$ cat src/include/ptm_pkg.sv
// package: constants and mode codes for the period timer mode logic
package ptm_pkg;
	localparam int          CNT_W           = 8;
	localparam int          MODE_W          = 5;
	localparam logic [7:0]  PERIOD_RST      = 8'hff;
	localparam logic [7:0]  COUNT_RST       = 8'h00;
	// mode codes handled by this block
	localparam logic [4:0]  MODE_LVL_LO     = 5'h06;
	localparam logic [4:0]  MODE_LVL_HI     = 5'h07;
	localparam logic [4:0]  MODE_SW_ONESHOT = 5'h08;
	localparam logic [4:0]  MODE_OS_RISE    = 5'h09;
	localparam logic [4:0]  MODE_OS_FALL    = 5'h0a;
	localparam logic [4:0]  MODE_OS_ANY     = 5'h0b;
	localparam logic [4:0]  MODE_HL_RISE    = 5'h0c;
	localparam logic [4:0]  MODE_HL_FALL    = 5'h0d;
	localparam logic [4:0]  MODE_LR_LO      = 5'h0e;
	localparam logic [4:0]  MODE_LR_HI      = 5'h0f;
	// count clocks between reset assert/release and its effect
	localparam logic [1:0]  RST_DELAY       = 2'h2;
	localparam int          SYNC_STAGES     = 2;
endpackage : ptm_pkg

$ cat src/ptm_sync.sv
// two-flop synchroniser for asynchronous level inputs
`timescale 1ns/1ps
`default_nettype none
module ptm_sync #(
	parameter int WIDTH = 2
) (
	input  wire logic             clk,
	input  wire logic             rst_n,
	input  wire logic             ce,
	input  wire logic [WIDTH-1:0] d,
	output logic      [WIDTH-1:0] q
);
	if (WIDTH < 1)
	begin : g_bad_width
		$error("ptm_sync: WIDTH must be positive");
	end

	typedef struct packed {
		logic [WIDTH-1:0] s1;
		logic [WIDTH-1:0] s2;
	} ptm_sync_t;

	ptm_sync_t st_ff;
	ptm_sync_t nxt_st;

	always_comb
	begin
		nxt_st    = st_ff;
		nxt_st.s1 = d;
		nxt_st.s2 = st_ff.s1;
	end

	always_ff @(posedge clk or negedge rst_n)
	begin
		if (!rst_n)
			st_ff <= '0;
		else if (ce)
			st_ff <= nxt_st;
	end

	assign q = st_ff.s2;
endmodule : ptm_sync
`default_nettype wire

$ cat src/ptm_timer.sv
// period timer mode logic: limit, one-shot and pwm drive control
// Function
// - Levels 00110/00111 reset counter while external input low / high respectively.
// - Level limit modes ignore the external input while run bit clear.
// - Level limit: reset on period match or two clocks after reset asserts.
// - Level limit: resume after match, or two clocks after reset released.
// - Level limit: pwm high at count start, low on duty match, held through reset.
// - Mode 01000: period match resets counter and clears run bit.
// - Mode 01000: clearing run mid-cycle pauses, setting again continues.
// - Mode 01000: drive starts with run set, ends at duty match, stretched by pause.
// - Mode 01000: new cycle only after run bit set again; drive off meanwhile.
// - Modes 01001-01011 start on rise/fall/any edge with run set; match clears run.
// - Edge one-shot: after run cleared, a fresh edge is needed to resume.
// - Edge one-shot: start edge activates drive; duty match ends it; stays off.
// - Modes 01100/01101: first edge starts, later edges reset, resume two clocks later.
// - Edge limit one-shot: match resets and clears run; edges ignored until set.
// - Edge limit one-shot: start and reset edges activate drive; duty match ends it.
// - Modes 01110/01111 hold reset at reset level; start on transition to active.
// - Level reset one-shot: match clears run; new transition needed after re-set.
// - Level reset one-shot: drive on at start edge, off at duty match, also forced off at wrap.
// - At count equal to period, counter returns to zero next clock unless halted.
// - Run bit and external input are synchronised with two count-clock flops.
`timescale 1ns/1ps
`default_nettype none
module ptm_timer #(
	parameter int CNT_W = ptm_pkg::CNT_W
) (
	input  wire logic             ref_clk,
	input  wire logic             rst_n,
	input  wire logic             clk_en,
	input  wire logic [4:0]       mode_sel,
	input  wire logic             run_set,
	input  wire logic             run_in,
	input  wire logic             ext_reset_trigger_in,
	input  wire logic [CNT_W-1:0] period_value,
	input  wire logic [CNT_W-1:0] duty_compare_value,
	output logic      [CNT_W-1:0] count_value,
	output logic      [CNT_W-1:0] period_out,
	output logic                  run_state,
	output logic                  run_clear_pulse,
	output logic                  pwm_drive,
	output logic                  period_match_out,
	output logic                  mode_supported
);
	// ====================================================================
	// elaboration checks
	if (CNT_W < 2 || CNT_W > 16)
	begin : g_bad_cnt_w
		$error("ptm_timer: CNT_W out of range");
	end

	// ====================================================================
	// reset release and input synchronisation
	logic [1:0] rst_sync_ff;
	logic       rst_n_int;

	always_ff @(posedge ref_clk or negedge rst_n)
	begin
		if (!rst_n)
			rst_sync_ff <= 2'h0;
		else
			rst_sync_ff <= {rst_sync_ff[0], 1'b1};
	end
	assign rst_n_int = rst_sync_ff[1];

	logic [1:0] sync_q;
	logic       run_sw;
	logic       ext_s;

	// two-flop sync of run and ext input
	ptm_sync #(
		.WIDTH(2)
	) u_sync (
		.clk   (ref_clk),
		.rst_n (rst_n_int),
		.ce    (clk_en),
		.d     ({run_in, ext_reset_trigger_in}),
		.q     (sync_q)
	);
	assign run_sw = sync_q[1];
	assign ext_s  = sync_q[0];

	// ====================================================================
	// mode classification
	typedef enum logic [4:0] {
		PTM_IDLE  = 5'h01,
		PTM_ARMED = 5'h02,
		PTM_COUNT = 5'h04,
		PTM_HOLD  = 5'h08,
		PTM_DONE  = 5'h10
	} ptm_state_t;

	typedef struct packed {
		ptm_state_t       state;
		logic [CNT_W-1:0] cnt;
		logic [CNT_W-1:0] per;
		logic             ext_prev;
		logic             run_prev;
		logic             run;
		logic             run_clr;
		logic [1:0]       dly;
		logic             pwm;
		logic             match;
		logic             sup;
	} ptm_regs_t;

	ptm_regs_t r_ff;
	ptm_regs_t nxt_r;

	function automatic logic in_range(input logic [4:0] m, input logic [4:0] lo, input logic [4:0] hi);
		in_range = (m >= lo) && (m <= hi);
	endfunction : in_range

	logic is_lvl;
	logic is_sw;
	logic is_os;
	logic is_hl;
	logic is_lr;
	logic rise;
	logic fall;
	logic start_edge;
	logic rst_level;
	logic pmatch;
	logic dmatch;

	assign is_lvl = in_range(mode_sel, ptm_pkg::MODE_LVL_LO, ptm_pkg::MODE_LVL_HI);
	assign is_sw  = (mode_sel == ptm_pkg::MODE_SW_ONESHOT);
	assign is_os  = in_range(mode_sel, ptm_pkg::MODE_OS_RISE, ptm_pkg::MODE_OS_ANY);
	assign is_hl  = in_range(mode_sel, ptm_pkg::MODE_HL_RISE, ptm_pkg::MODE_HL_FALL);
	assign is_lr  = in_range(mode_sel, ptm_pkg::MODE_LR_LO, ptm_pkg::MODE_LR_HI);

	// edges from synced input vs one clock earlier
	assign rise = ext_s && !r_ff.ext_prev;
	assign fall = !ext_s && r_ff.ext_prev;

	// low-bit of the mode code picks polarity in each pair
	always_comb
	begin
		start_edge = 1'b0;
		rst_level  = 1'b0;
		case (mode_sel)
			ptm_pkg::MODE_OS_RISE,
			ptm_pkg::MODE_HL_RISE,
			ptm_pkg::MODE_LR_LO: start_edge = rise;
			ptm_pkg::MODE_OS_FALL,
			ptm_pkg::MODE_HL_FALL,
			ptm_pkg::MODE_LR_HI: start_edge = fall;
			ptm_pkg::MODE_OS_ANY: start_edge = rise || fall;
			default: start_edge = 1'b0;
		endcase
		case (mode_sel)
			ptm_pkg::MODE_LVL_LO,
			ptm_pkg::MODE_LR_LO: rst_level = !ext_s;
			ptm_pkg::MODE_LVL_HI,
			ptm_pkg::MODE_LR_HI: rst_level = ext_s;
			default: rst_level = 1'b0;
		endcase
	end

	// matches use the same cycle's count and period
	assign pmatch = (r_ff.cnt == r_ff.per);
	assign dmatch = (r_ff.cnt == duty_compare_value);

	// ====================================================================
	// next-state logic
	always_comb
	begin
		nxt_r          = r_ff;
		nxt_r.ext_prev = ext_s;
		nxt_r.run_prev = run_sw;
		nxt_r.per      = period_value;
		nxt_r.run_clr  = 1'b0;
		nxt_r.match    = 1'b0;
		nxt_r.sup      = is_lvl || is_sw || is_os || is_hl || is_lr;
		// a set pulse wins over any clear arriving in the same cycle
		if (run_sw && !r_ff.run_prev && !run_set)
			nxt_r.run = 1'b1;
		if (!run_sw)
			nxt_r.run = 1'b0;
		if (run_set)
			nxt_r.run = 1'b1;

		if (is_lvl)
		begin
			// input ignored while run bit clear
			if (!r_ff.run)
			begin
				nxt_r.state = PTM_IDLE;
				nxt_r.dly   = 2'h0;
			end
			else if (rst_level)
			begin
				// reset two clocks after reset asserts
				if (r_ff.dly != ptm_pkg::RST_DELAY)
					nxt_r.dly = r_ff.dly + 2'h1;
				else
				begin
					nxt_r.cnt   = '0;
					nxt_r.state = PTM_HOLD;
				end
				if (r_ff.state == PTM_HOLD)
					nxt_r.dly = ptm_pkg::RST_DELAY;
			end
			else if (r_ff.state == PTM_HOLD)
			begin
				if (r_ff.dly != 2'h0)
					nxt_r.dly = r_ff.dly - 2'h1;
				else
				begin
					nxt_r.state = PTM_COUNT;
					nxt_r.pwm   = 1'b1;
				end
			end
			else
			begin
				nxt_r.dly = 2'h0;
				if (r_ff.state == PTM_IDLE)
				begin
					nxt_r.state = PTM_COUNT;
					nxt_r.pwm   = 1'b1;
				end
				else if (pmatch)
				begin
					nxt_r.cnt   = '0;
					nxt_r.match = 1'b1;
					nxt_r.pwm   = 1'b1;
				end
				else
				begin
					nxt_r.cnt = r_ff.cnt + 1'b1;
					// low on duty match only while counting
					if (dmatch)
						nxt_r.pwm = 1'b0;
				end
			end
		end
		else if (is_sw)
		begin
			// paused count keeps value and drive
			if (r_ff.run)
			begin
				if (r_ff.state != PTM_COUNT)
					nxt_r.pwm = 1'b1;
				nxt_r.state = PTM_COUNT;
				if (pmatch && r_ff.state == PTM_COUNT)
				begin
					nxt_r.cnt     = '0;
					nxt_r.run     = run_set;
					nxt_r.run_clr = !run_set;
					nxt_r.match   = 1'b1;
					nxt_r.state   = PTM_DONE;
					nxt_r.pwm     = 1'b0;
				end
				else if (r_ff.state == PTM_COUNT)
				begin
					nxt_r.cnt = r_ff.cnt + 1'b1;
					if (dmatch)
						nxt_r.pwm = 1'b0;
				end
			end
			else if (r_ff.state == PTM_DONE)
				// drive stays off until run set again
				nxt_r.pwm = 1'b0;
		end
		else if (is_os || is_hl || is_lr)
		begin
			if (!r_ff.run)
			begin
				nxt_r.state = PTM_ARMED;
				if (is_hl || is_lr)
					nxt_r.cnt = '0;
				nxt_r.dly = 2'h0;
				if (r_ff.state != PTM_COUNT)
					nxt_r.pwm = 1'b0;
			end
			else if (is_lr && rst_level)
			begin
				nxt_r.cnt = '0;
				if (r_ff.state == PTM_COUNT)
					nxt_r.state = PTM_ARMED;
			end
			else if (r_ff.state == PTM_ARMED || r_ff.state == PTM_IDLE)
			begin
				if (start_edge)
				begin
					nxt_r.state = PTM_COUNT;
					nxt_r.pwm   = 1'b1;
				end
			end
			else if (r_ff.state == PTM_HOLD)
			begin
				// resume two clocks after a reset edge
				if (r_ff.dly != 2'h0)
					nxt_r.dly = r_ff.dly - 2'h1;
				else
					nxt_r.state = PTM_COUNT;
			end
			else if (is_hl && start_edge)
			begin
				nxt_r.cnt   = '0;
				nxt_r.state = PTM_HOLD;
				nxt_r.dly   = ptm_pkg::RST_DELAY - 2'h1;
				nxt_r.pwm   = 1'b1;
			end
			else if (r_ff.state == PTM_COUNT)
			begin
				if (pmatch)
				begin
					nxt_r.cnt     = '0;
					nxt_r.run     = run_set;
					nxt_r.run_clr = !run_set;
					nxt_r.match   = 1'b1;
					nxt_r.state   = PTM_DONE;
					nxt_r.pwm     = 1'b0;
				end
				else
				begin
					nxt_r.cnt = r_ff.cnt + 1'b1;
					if (dmatch)
						nxt_r.pwm = 1'b0;
				end
			end
			else
				nxt_r.state = PTM_ARMED;
		end
		else
		begin
			// unlisted modes leave the block inert
			nxt_r.state = PTM_IDLE;
			nxt_r.pwm   = 1'b0;
			nxt_r.dly   = 2'h0;
		end
	end

	always_ff @(posedge ref_clk or negedge rst_n_int)
	begin
		if (!rst_n_int)
		begin
			r_ff       <= '0;
			r_ff.state <= PTM_IDLE;
			r_ff.per   <= CNT_W'(ptm_pkg::PERIOD_RST);
			r_ff.cnt   <= CNT_W'(ptm_pkg::COUNT_RST);
		end
		else if (clk_en)
			r_ff <= nxt_r;
	end

	// ====================================================================
	// outputs, all registered
	assign count_value      = r_ff.cnt;
	assign period_out       = r_ff.per;
	assign run_state        = r_ff.run;
	assign run_clear_pulse  = r_ff.run_clr;
	assign pwm_drive        = r_ff.pwm;
	assign period_match_out = r_ff.match;
	assign mode_supported   = r_ff.sup;
endmodule : ptm_timer
`default_nettype wire

$ cat config.mk
export PLATFORM = sky130hd
export DESIGN_NAME = ptm_timer
export DESIGN_NICKNAME = d
export VERILOG_FILES = /design/src/include/ptm_pkg.sv /design/src/ptm_sync.sv /design/src/ptm_timer.sv
export SDC_FILE = /design/constraint.sdc
export NUM_CORES = 1
export LEC_CHECK = 0
export BUFFER_PORTS_ARGS = -buffer_cell sky130_fd_sc_hd__buf_2
export CORE_UTILIZATION = 55
export CTS_CLUSTER_SIZE = 10
export DETAILED_ROUTE_END_ITERATION = 8
export PLACE_DENSITY_LB_ADDON = 0.15
export SYNTH_ARGS = -nofsm -noshare
export SYNTH_HDL_FRONTEND = slang
export SYNTH_SLANG_ARGS = --single-unit
$ cat constraint.sdc
create_clock -name ref_clk -period 1.5 [get_ports ref_clk]
set_clock_uncertainty 0.2 [all_clocks]
set_input_delay 0.15 -clock ref_clk [delete_from_list [all_inputs] [get_ports ref_clk]]
set_output_delay 0.15 -clock ref_clk [all_outputs]
set_load 0.02 [all_outputs]
==> out/results.env, run 1 <==
SYNTH_NETS=315
CELLPOWERDENSITY_mW_PER_MM2=865
POST-DP-HPWL_MM=5.86
YS_FF_LATCH=36
SETUP_VIOLATIONS=19
ARRIVAL_TIME_REPORTED_FOR_THE_CRITICAL_PATH_ENDPOINT_NS=2.56
RUN_STATUS='finished with violations'
DOMINANTREGCELLSYNTH='sky130_fd_sc_hd__dfrtp_1'
REPORT.FINAL.HOLD_VIOL_COUNT=0
WORSTPATHMAXFANOUT=5
YOSYS.AREA_SHARE.XOR_XNOR_PCT=6.48
ENDPOINT_KIND='register'
MAX_CAP_VIOLATIONS=0
POST_SYNTH_AND_OR_NAND_NOR_AREA_FRACTION_PCT=16.9
ANT_DIODES=0
SYNTH_COMPOUND_GATE_AREA_SHARE_PCT=21.3
CORE.ROWCOUNT=25
CTS-BUFFERS-INSERTED=5
CRITICAL_PATH.CELL_CHAIN='buf_4 > nor3_1 > and2_1 > a2bb2oi_2 > o221ai_4 > a41oi_4 > mux2_4'
CRITICAL_PATH.N_BUFFERS_INVERTERS=1
PLACE.PORT_BUFFERS=47
WORST-SETUP-PATH-TYPE='reg2reg'
FINAL.SETUP.WORST_SLACK_NS=-1.09
CRIT_REQUIRED_NS=1.47
CRITPATHLAUNCHTYPE='register'
FIN_TOTAL_PWR_mW=3.68
DIE_H_UM=72.1
DETAIL_ROUTE.WIRELENGTH_MM=9.49
CRITPATHTOPFAMILY='simple AND/OR/NAND/NOR gates'
POSTLAYOUTCELLAREA_MM2=0.00426
TIGHTESTPINTRANSITION_NS=0.754
CRITICAL_PATH.SLOWEST_CELL='sky130_fd_sc_hd__dfrtp_2'
POWER.LEAKAGE_nW=1.96
FLOW.AREA_GROWTH_FROM_SYNTHESIS_PCT=57.4
GLOBAL_ROUTE.USAGE.TOTAL_PCT=34.6
SYNTH_TOP_FAMILY_BY_AREA='compound AO/OA/AOI/OAI gates'
DP_SLACK_NS=-1.11
TIMING.HOLD.WS_NS=0.0250
FAILED_CHECKS='negative setup slack'
CLOCK_SINKS=36
FIN_CRIT_SH_PCT=173
FIRST_GLOBAL_VIAS=2975
ROUTED_VIA_COUNT=2958
DRV_SLEW=0
CRITICAL-PATH-MAX-STAGE-DELAY_NS=0.47
SYNTHESIS.AREA_MM2=0.00270
POST_SYNTH_MUX_AREA_SHARE_PCT=9.63
DIEAREA_MM2=0.00520
INSERTION_DELAY_NS=0.29
SYNTH_ASYNC_SR_FLOP_SHARE_PCT=100
CLOCK-ROOT-BUFFER='sky130_fd_sc_hd__clkbuf_8'
CORE_AREA_MM2=0.00472
DR.PASS1.ITERS=5
DETAILEDROUTE.FIRSTITERATIONVIOLATIONS=348
ANTENNA_FOUND_INITIAL=0
ROUTEDWLPERCELL_UM=19.1
MAXSLEWHEADROOM_PCT=49.1
GRT_OVERFLOW=0
ROUTABILITYCONGESTION=0.880
IRDROPWORSTVDD_V=0.000719
YS_SEQ_AREA_SHARE_PCT=33.7
SYNTH.DISTINCT_CELLS=64
TRITONCTS='built'
CLOCK_TREE.BUFFER_DEPTH=2
HORIZONTAL_EXTENT_OF_THE_DIE_UM=72.1
SYNTHESIS.YOSYS.WARNINGS=0
IO_PINS=48
CLK_PIN_SLEW_NS=0.08
GRT_MAX_DEGREE=21
GRT_SETUP_UNREPAIRED='true'
FINAL.MIN_CLOCK_PERIOD_NS=2.59
FINAL_NETS=464
POSTROUTEANTENNANETS=0
RRSETUPSLACK_NS=-1.09
SYNTH-EDFF-COUNT=0
PLACE_AREA_MM2=0.00367
SYNTHESIZED_AREA_PER_CELL_UM2=9.62
DRIVE_GT1_SHARE_PCT=58.2
ADDER_CELL_SHARE_OF_THE_SYNTHESIZED_AREA_PCT=3.24
INITIAL_CORE_UTIL_PCT=57.2
HOLD_PATH.CLASS='reg2async'
POST_SYNTH_INST_COUNT=281
DETAIL_ROUTE.DRC_VIOLATIONS=0
MAX_FREQ_GHz=0.386
FINAL.SETUP.TNS_NS=-18.09
VIA_DENSITY_PER_INSTANCE=5.94
GRT_PASS1_WL_MM=13.7
HTREE_NUM_LEVELS=2
[registers in the layout, summed over array words and instances (netlist names)]
name	cells
r_ff	9
count_value	8
period_out	8
rst_sync_ff	2
u_sync.nxt_st	2
u_sync.q	2
mode_supported	1
period_match_out	1
pwm_drive	1
run_clear_pulse	1
run_state	1
[final timing paths]
path                           startpoint        endpoint  depth (start not counted)
setup reg to reg                 r_ff[26]        r_ff[26]                          7
max in group asynchronous           rst_n  rst_sync_ff[1]                          3
hold / removal             rst_sync_ff[1]         r_ff[7]                          1
min in group ref_clk               clk_en     u_sync.q[0]                          3
setup / recovery                 r_ff[26]        r_ff[26]                          7
hold reg to reg            rst_sync_ff[1]         r_ff[7]                          1
[cell type report]
| class | count | area [um2] |
|---|---|---|
| repair buffers | 173 | 1270 |
| multi-input cells | 204 | 1870 |
| well taps | 67 | 83.8 |
| clock buffers | 7 | 76.3 |
| fillers | 203 | 468 |
| flip-flops and latches | 36 | 913 |
| clock inverters | 1 | 8.76 |
| inverters | 10 | 37.5 |
[logic make-up (layout without fill, tap and decap cells)]
kind of cell             count (synthesis)  in the layout
buffers and inverters                   41            191
XOR/XNOR                                20             20
flip-flops                              36             36
AND/OR/NAND/NOR                         84             84
other                                    1              1
AO/OA/AOI/OAI                           70             70
multiplexers                            22             22
adder cells (fa/ha/maj)                  7              7
[per-layer routing]
metal / vias up / global-route usage, % / share of wire [%]
li1: 1311 / - / -
met1: 1432 / 39.5 / 37
met2: 163 / 63.0 / 52
met3: 52 / 5.00 / 5.7
met4: 0 / 16.8 / 4.7
met5: - / 0 / 0
[timing repair]
item / CTS / global route
hold buffers: 12 / 0
setup endpoints to repair: 19 / 19
pin swaps: 9 / 17
resized for setup: 31 / 35
setup buffers: 4 / 6
endpoints found under the hold margin: 12 / 0
[layout by cell type, fill, tap and decap left out, types with 3 or more instances in the layout]
| master | synthesis | final |
|---|---|---|
| sky130_fd_sc_hd__mux2_2 | 15 | 14 |
| sky130_fd_sc_hd__dfrtp_1 | 27 | 26 |
| sky130_fd_sc_hd__buf_6 | 1 | 15 |
| sky130_fd_sc_hd__mux2_4 | 4 | 6 |
| sky130_fd_sc_hd__a22o_1 | 7 | 7 |
| sky130_fd_sc_hd__buf_2 | 5 | 47 |
| sky130_fd_sc_hd__xnor2_1 | 9 | 8 |
| sky130_fd_sc_hd__nor2_1 | 15 | 13 |
| sky130_fd_sc_hd__nand2_1 | 21 | 18 |
| sky130_fd_sc_hd__o21ai_0 | 9 | 7 |
| sky130_fd_sc_hd__dlygate4sd3_1 | 0 | 12 |
| sky130_fd_sc_hd__nor3_1 | 5 | 4 |
| sky130_fd_sc_hd__nand3_1 | 6 | 4 |
| sky130_fd_sc_hd__buf_4 | 17 | 99 |
| sky130_fd_sc_hd__a2111oi_4 | 1 | 3 |
| sky130_fd_sc_hd__nor2b_1 | 6 | 5 |
| sky130_fd_sc_hd__o211ai_1 | 4 | 4 |
| sky130_fd_sc_hd__o21ai_2 | 0 | 4 |
| sky130_fd_sc_hd__xor2_1 | 11 | 10 |
| sky130_fd_sc_hd__a21oi_2 | 0 | 4 |
| sky130_fd_sc_hd__o21ai_1 | 6 | 4 |
| sky130_fd_sc_hd__dfstp_2 | 9 | 9 |
| sky130_fd_sc_hd__a21oi_1 | 8 | 4 |
| sky130_fd_sc_hd__clkbuf_8 | 0 | 5 |
| sky130_fd_sc_hd__inv_1 | 10 | 8 |
| sky130_fd_sc_hd__ha_1 | 7 | 5 |
| sky130_fd_sc_hd__and3_1 | 5 | 4 |
| sky130_fd_sc_hd__or3_1 | 5 | 4 |
[power by group]
| part | leakage (nW) | switching [mW] | internal, mW | total, mW |
|---|---|---|---|---|
| registers | 0.438 | 0.101 | 1.10 | 1.20 |
| logic | 1.47 | 0.884 | 0.899 | 1.78 |
| clock network | 0.0424 | 0.361 | 0.332 | 0.693 |
[synth_stat cells, types with 7 or more instances]
master                     count  share of area, %
sky130_fd_sc_hd__clkbuf_1      8               1.1
sky130_fd_sc_hd__mux2_2       15               6.2
sky130_fd_sc_hd__dfrtp_1      27                25
sky130_fd_sc_hd__xnor2_1       9               2.9
sky130_fd_sc_hd__a21oi_1       8               1.5
sky130_fd_sc_hd__buf_4        17               4.7
sky130_fd_sc_hd__a22o_1        7               2.3
sky130_fd_sc_hd__inv_1        10               1.4
sky130_fd_sc_hd__nand2_1      21               2.9
sky130_fd_sc_hd__nor2_1       15               2.1
sky130_fd_sc_hd__dfstp_2       9               8.7
sky130_fd_sc_hd__xor2_1       11               3.6
sky130_fd_sc_hd__ha_1          7               3.2
sky130_fd_sc_hd__o21ai_0       9               1.7
[stage by stage]
step | utilization (%) | std cells
6_report | 90.1 | 498
3_3_place_gp | 77.7 | 468
4_1_cts | 85.7 | 492
2_1_floorplan | - | 281
3_5_place_dp | 77.7 | 468
5_1_grt | 90.1 | 498
No activity file was read; power rests on OpenSTA's default activity.
==> run 2, diff against run 1 <==
--- a/config.mk
+++ b/config.mk
@@ -5,10 +5,10 @@
 export SDC_FILE = /design/constraint.sdc
 export NUM_CORES = 1
 export LEC_CHECK = 0
-export BUFFER_PORTS_ARGS = -buffer_cell sky130_fd_sc_hd__buf_2
 export CORE_UTILIZATION = 55
 export CTS_CLUSTER_SIZE = 10
 export DETAILED_ROUTE_END_ITERATION = 8
+export DONT_BUFFER_PORTS = 1
 export PLACE_DENSITY_LB_ADDON = 0.15
 export SYNTH_ARGS = -nofsm -noshare
 export SYNTH_HDL_FRONTEND = slang
==> out/results.env, run 2 (synthesis gave the netlist of run 1 again) <==
TIGHTESTPINTRANSITION_NS=1.01  # +0.258 ns
DETAIL_ROUTE.WIRELENGTH_MM=9.90  # +4.3%
CLK_PIN_SLEW_NS=0.08  # about the same
VIA_DENSITY_PER_INSTANCE=6.35  # +6.9%
DRIVE_GT1_SHARE_PCT=53.6  # -4.6 points
CELLPOWERDENSITY_mW_PER_MM2=913  # +5.6%
FIN_CRIT_SH_PCT=172  # -0.51 points
MAX_CAP_VIOLATIONS=0  # unchanged
HOLD_PATH.CLASS='in2reg'
DRT-MET1-WL_MM=3.49  # -1.8%
IO_PINS=48  # unchanged
ANTENNA_FOUND_INITIAL=0  # unchanged
DETAILEDROUTE.FIRSTITERATIONVIOLATIONS=413  # +19%
ROUTEDWLPERCELL_UM=21.7  # +14%
ROUTED_VIA_COUNT=2902  # -1.9%
TRITONCTS='built'
POSTLAYOUTCELLAREA_MM2=0.00414  # -2.7%
DIEAREA_MM2=0.00520  # unchanged
CRITPATHLAUNCHTYPE='register'
FIN_TOTAL_PWR_mW=3.78  # +2.7%
GRT_MAX_DEGREE=30  # +43%
FINAL.SETUP.WORST_SLACK_NS=-1.08  # +0.00762 ns
INITIAL_CORE_UTIL_PCT=57.2  # unchanged
TIMING.HOLD.WS_NS=0.0383  # +0.0132 ns
FLOW.AREA_GROWTH_FROM_SYNTHESIS_PCT=53.1
DIE_H_UM=72.1  # unchanged
CLOCK-ROOT-BUFFER='sky130_fd_sc_hd__clkbuf_8'
FINAL_COMMON_CELL='sky130_fd_sc_hd__buf_4'
LARGEST-REGISTER='r_ff'
TOPROUTINGLAYERUSED='met4'
GRT_SETUP_UNREPAIRED='true'
SETUP_VIOLATIONS=20  # +1
CRIT_REQUIRED_NS=1.48  # about the same
CLOCK_SINKS=36  # unchanged
MAXSLEWHEADROOM_PCT=32.5  # -17 points
LEADING_CELL_TYPES_IN_THE_LAYOUT_FILL_AND_TAPS_EXCLUDED='sky130_fd_sc_hd__buf_4 (89), sky130_fd_sc_hd__buf_6 (27), sky130_fd_sc_hd__dfrtp_1 (24)'
FINAL.MIN_CLOCK_PERIOD_NS=2.58  # -0.00762 ns
CORE.ROWCOUNT=25  # unchanged
PLACE_AREA_MM2=0.00337  # -8.1%
CORE_AREA_MM2=0.00472  # unchanged
HORIZONTAL_EXTENT_OF_THE_DIE_UM=72.1  # unchanged
ROUTABILITYCONGESTION=0.964  # +9.5%
DETAIL_ROUTE.DRC_VIOLATIONS=0  # unchanged
WORSTPATHMAXFANOUT=5  # unchanged
FINAL_CORE_UTILIZATION_PCT=87.6  # -2.5 points
REPORT.FINAL.HOLD_VIOL_COUNT=0  # unchanged
RRSETUPSLACK_NS=-1.08  # about the same
RUN_STATUS='finished with violations'
POSTROUTEANTENNANETS=0  # unchanged
DR_WL_MET2_MM=5.00  # +0.91%
CLOCK_TREE.BUFFER_DEPTH=2  # unchanged
FINAL.SETUP.TNS_NS=-19.24  # -1.15 ns
GRT_OVERFLOW=0  # unchanged
FINAL_NETS=423  # -8.8%
POWER.LEAKAGE_nW=1.82  # -7.0%
DR_WL_MET3_UM=833  # +54%
DRV_SLEW=0  # unchanged
INSERTION_DELAY_NS=0.30  # about the same
ARRIVAL_TIME_REPORTED_FOR_THE_CRITICAL_PATH_ENDPOINT_NS=2.56  # about the same
ANT_DIODES=0  # unchanged
CTS-BUFFERS-INSERTED=5  # unchanged
LARGEST_REGISTER_FFS=9  # unchanged
ENDPOINT_KIND='register'
POST-DP-HPWL_MM=5.67  # -3.3%
FIRST_GLOBAL_VIAS=2784  # -6.4%
MAX_FREQ_GHz=0.387  # +0.30%
WORST-SETUP-PATH-TYPE='reg2reg'
FAILED_CHECKS='negative setup slack'
GRT_PASS1_WL_MM=13.5  # -1.5%
IRDROPWORSTVDD_V=0.000841  # +17%
PLACE.PORT_BUFFERS=0  # -100%
DR.PASS1.ITERS=6  # +1
HTREE_NUM_LEVELS=2  # unchanged
GLOBAL_ROUTE.USAGE.TOTAL_PCT=34.6  # about the same
==> run 2: stage by stage <==
stage	std cells	worst slack [ns]
floorplan	281	-1.05
global placement	411	-1.04
detailed placement	411	-1.06
CTS	453	-1.04
global route	457	-1.19
finish	457	-1.08
==> run 2: layout make-up <==
| type | instances | area [um2] |
|---|---|---|
| inverter | 10 | 37.5 |
| fill | 213 | 584 |
| sequential | 36 | 916 |
| multi-input combinational | 204 | 1860 |
| clock buffer | 7 | 86.3 |
| clock inverter | 1 | 7.51 |
| timing repair buffer | 132 | 1140 |
| tap | 67 | 83.8 |
==> run 2: power breakdown <==
group	total [mW]	switching, mW	internal (mW)	leakage, nW
Clock	0.742	0.368	0.374	0.0445
Combinational	1.81	0.891	0.920	1.34
Sequential	1.23	0.121	1.10	0.435
==> run 2: worst max-delay path, cell delays in order, from the launching register on <==
cell and delay (ns):
sky130_fd_sc_hd__dfrtp_1 0.47, sky130_fd_sc_hd__buf_4 0.20, sky130_fd_sc_hd__o21ai_0 0.30, sky130_fd_sc_hd__o211ai_1 0.24, sky130_fd_sc_hd__and2_1 0.24, sky130_fd_sc_hd__a2111oi_2 0.44, sky130_fd_sc_hd__a2111oi_2 0.09, sky130_fd_sc_hd__mux2_2 0.29
==> run 2: what timing repair did <==
action	CTS	global route
buffers inserted	19	9
pin swaps	11	9
hold buffers	15	0
setup endpoints to repair	19	34
resized for setup	53	26
hold endpoints to repair	23	0
==> run 2: metal layers <==
| metal | GRT usage [%] | vias to the layer above |
|---|---|---|
| met4 | 18.3 | 0 |
| met5 | 0 | - |
| li1 | - | 1230 |
| met3 | 7.36 | 61 |
| met1 | 36.9 | 1408 |
| met2 | 63.4 | 203 |
==> run 2: path summary, 6_finish.rpt <==
kind,cells past startpoint,from,endpoint
setup / recovery,7,r_ff[28],pwm_drive
setup reg to reg,7,r_ff[28],pwm_drive
max in group asynchronous,1,rst_sync_ff[1],count_value[2]
hold reg to reg,0,rst_sync_ff[1],period_out[3]
min in group asynchronous,0,rst_sync_ff[1],period_out[3]
hold / removal,3,mode_sel[2],mode_supported
==> run 3, diff against run 2 <==
--- a/config.mk
+++ b/config.mk
@@ -5,6 +5,7 @@
 export SDC_FILE = /design/constraint.sdc
 export NUM_CORES = 1
 export LEC_CHECK = 0
+export CORE_ASPECT_RATIO = 1.2
 export CORE_UTILIZATION = 55
 export CTS_CLUSTER_SIZE = 10
 export DETAILED_ROUTE_END_ITERATION = 8
==> out/results.env, run 3 (synthesis gave the netlist of run 1 again) <==
LARGEST_REGISTER_FFS=9  # unchanged
CORE_AREA_MM2=0.00466  # -1.3%
CRITICAL_PATH.SLOWEST_CELL='sky130_fd_sc_hd__dfstp_2'
ROUTEDWLPERCELL_UM=19.5  # -10%
CELLPOWERDENSITY_mW_PER_MM2=935  # +2.4%
IO_PINS=48  # unchanged
DIEAREA_MM2=0.00520  # about the same
P_SW_SHARE_PCT=34.5  # -2.0 points
INITIAL_CORE_UTIL_PCT=58.0  # +0.75 points
VIA_DENSITY_PER_INSTANCE=6.03  # -5.0%
TIGHTESTPINTRANSITION_NS=0.978  # -0.0337 ns
SEQ_POWER_SHARE_PCT=32.4  # about the same
CRITPATHLAUNCHTYPE='register'
HTREE_NUM_LEVELS=2  # unchanged
POST-DP-HPWL_MM=5.70  # +0.53%
WORST_R2R_ENDPOINT='r_ff[26]'
INSERTION_DELAY_NS=0.29  # about the same
HORIZONTAL_EXTENT_OF_THE_DIE_UM=66.0  # -8.5%
SETUP_VIOLATIONS=19  # -5.0%
WORSTPATHMAXFANOUT=4  # -1
REPORT.FINAL.HOLD_VIOL_COUNT=0  # unchanged
ANTENNA_FOUND_INITIAL=0  # unchanged
FINAL.MIN_CLOCK_PERIOD_NS=2.57  # -0.00985 ns
WORST_REG2REG_STARTPOINT='r_ff[25]'
DRV_SLEW=0  # unchanged
RUN_STATUS='finished with violations'
ANT_DIODES=0  # unchanged
LEADING_CELL_TYPES_IN_THE_LAYOUT_FILL_AND_TAPS_EXCLUDED='sky130_fd_sc_hd__buf_4 (89), sky130_fd_sc_hd__dfrtp_1 (26), sky130_fd_sc_hd__nand2_1 (19)'
FINAL.SETUP.WORST_SLACK_NS=-1.07  # +0.00985 ns
DIE_H_UM=78.8  # +9.3%
CORE.ROWCOUNT=27  # +8.0%
DRIVE_GT1_SHARE_PCT=50.4  # -3.2 points
DETAILEDROUTE.FIRSTITERATIONVIOLATIONS=188  # -54%
FINAL_NETS=408  # -3.5%
GLOBAL_ROUTE.USAGE.TOTAL_PCT=33.0  # -1.5 points
CLOCK_SINKS=36  # unchanged
ARRIVAL_TIME_REPORTED_FOR_THE_CRITICAL_PATH_ENDPOINT_NS=2.55  # about the same
WORST_HOLD_PATH.ENDPOINT='mode_supported'
POSTROUTEANTENNANETS=0  # unchanged
CLKPWRFRAC_PCT=22.9  # +3.3 points
MAX_FREQ_GHz=0.389  # +0.38%
GRT_SETUP_UNREPAIRED='true'
HOLD_PATH_STARTPOINT='mode_sel[2]'
CRITICAL_PATH.CELL_CHAIN='xnor2_2 > or4_4 > or4_4 > o221ai_4 > a41oi_4 > mux2_4'
FAILED_CHECKS='negative setup slack'
CLOCK-ROOT-BUFFER='sky130_fd_sc_hd__clkbuf_8'
FLOW.AREA_GROWTH_FROM_SYNTHESIS_PCT=47.2
ROUTED_VIA_COUNT=2611  # -10%
NUM-FILL-CELLS=238  # +12%
FIN_CRIT_SH_PCT=171  # -0.66 points
FINAL.SETUP.TNS_NS=-17.38  # +1.86 ns
RRSETUPSLACK_NS=-1.07  # about the same
DETAIL_ROUTE.WIRELENGTH_MM=8.43  # -15%
CRIT_REQUIRED_NS=1.48  # about the same
ROUTABILITYCONGESTION=0.895  # -7.2%
TIMING.HOLD.WS_NS=0.0123  # -0.0260 ns
FIRST_GLOBAL_VIAS=2625  # -5.7%
WORST_R2R_PATH_DEPTH=6  # -1
CRITPATHMOSTFREQUENTCELL='sky130_fd_sc_hd__or4_4'
TRITONCTS='built'
CRITICAL-PATH-MAX-STAGE-DELAY_NS=0.57  # +0.10 ns
HOLD_PATH.CLASS='in2reg'
GRT_PASS1_WL_MM=12.8  # -4.7%
FINAL_CORE_UTILIZATION_PCT=85.4  # -2.3 points
MAX_CAP_VIOLATIONS=0  # unchanged
MAXSLEWHEADROOM_PCT=34.8  # +2.2 points
P_SW_mW=1.28  # -6.9%
INTERNAL-POWER_mW=2.44  # +1.6%
DR.PASS1.ITERS=4  # -2
WORSTHOLDPATHCELLS=3  # unchanged
ENDPOINT_KIND='register'
LARGEST-REGISTER='r_ff'
CLK_PIN_SLEW_NS=0.08  # about the same
FINAL_COMMON_CELL='sky130_fd_sc_hd__buf_4'
CLOCK_TREE.BUFFER_DEPTH=2  # unchanged
DETAIL_ROUTE.DRC_VIOLATIONS=0  # unchanged
GRT_OVERFLOW=0  # unchanged
GRT_MAX_DEGREE=35  # +17%
PLACE.PORT_BUFFERS=0  # unchanged
IRDROPWORSTVDD_V=0.000889  # +5.7%
POWER.COMBINATIONAL.FRACTION_PCT=44.6  # -3.3 points
CTS-BUFFERS-INSERTED=5  # unchanged
WORST-SETUP-PATH-TYPE='reg2reg'
POWER.LEAKAGE_nW=1.73  # -4.9%
[run 3: cell count changes in the layout (fill, tap and decap cells not counted), sizes merged]
cell and change:
buf -14, clkinv +1, clkinvlp -1, clkbuf -1, bufinv +1, dlygate4sd3 -1
[run 3: worst max path at each step]
stage	from	to	slack (ns)	cells after the start
after global routing	r_ff[26]	r_ff[26]	-1.13	8
after CTS	r_ff[25]	r_ff[26]	-1.06	6
after detailed placement	u_sync.q[0]	count_value[0]	-1.18	6
final	r_ff[25]	r_ff[26]	-1.07	6
after global placement	u_sync.q[0]	count_value[0]	-1.07	6
after floorplan	r_ff[25]	r_ff[27]	-1.05	7
[run 3: power by group through the flow]
stage	Combinational, mW	Clock [mW]	Sequential (mW)
after floorplan	0.826	0	1.24
after global placement	1.26	0	1.21
after detailed placement	1.28	0	1.22
after CTS	1.49	0.860	1.20
after global routing	1.76	0.896	1.22
final	1.66	0.853	1.21
[run 3: routing by layer]
metal  up-vias  wire length, um  share of wire [%]  track usage (%)
met1      1288             3230                 38             37.4
met4         0              268                3.2             15.3
met2        96             4580                 54             60.0
li1       1203                -                  -                -
met3        24              347                4.1             4.31
met5         -                0                  0                0
[run 3: layout make-up]
type	instances	area (um2)	share of cell area, %
clock buffer	6	72.6	1.82
timing repair buffer	117	968	24.3
tap	58	72.6	1.82
multi-input combinational	204	1880	47.2
clock inverter	2	35.0	0.880
sequential	36	913	22.9
inverter	10	37.5	0.943
[run 3: critical path, delay by kind of cell (launching register included)]
family,cells,cell delay [ns]
and+or+nand+nor,2,0.96
muxes,1,0.33
xor gates and xnor gates,1,0.08
DFF,1,0.57
AOI/OAI and AO/OA,2,0.31
[run 3: metrics by stage]
step	total power [mW]	cell area [um2]	setup slack (ns)	instances
after CTS	3.55	3830	-1.06	428
after global routing	3.88	3980	-1.13	433
after detailed placement	2.50	3320	-1.18	399
after floorplan	2.07	2760	-1.05	281
after global placement	2.47	3320	-1.07	399
final	3.72	3980	-1.07	433
[run 3: repair_timing]
item,in CTS,in global routing
cloned,0,0
buffers inserted,7,6
pin swaps,17,11
endpoints found under the setup margin,19,34
hold buffers,14,0
hold endpoints to repair,22,0
gates resized for setup,45,20
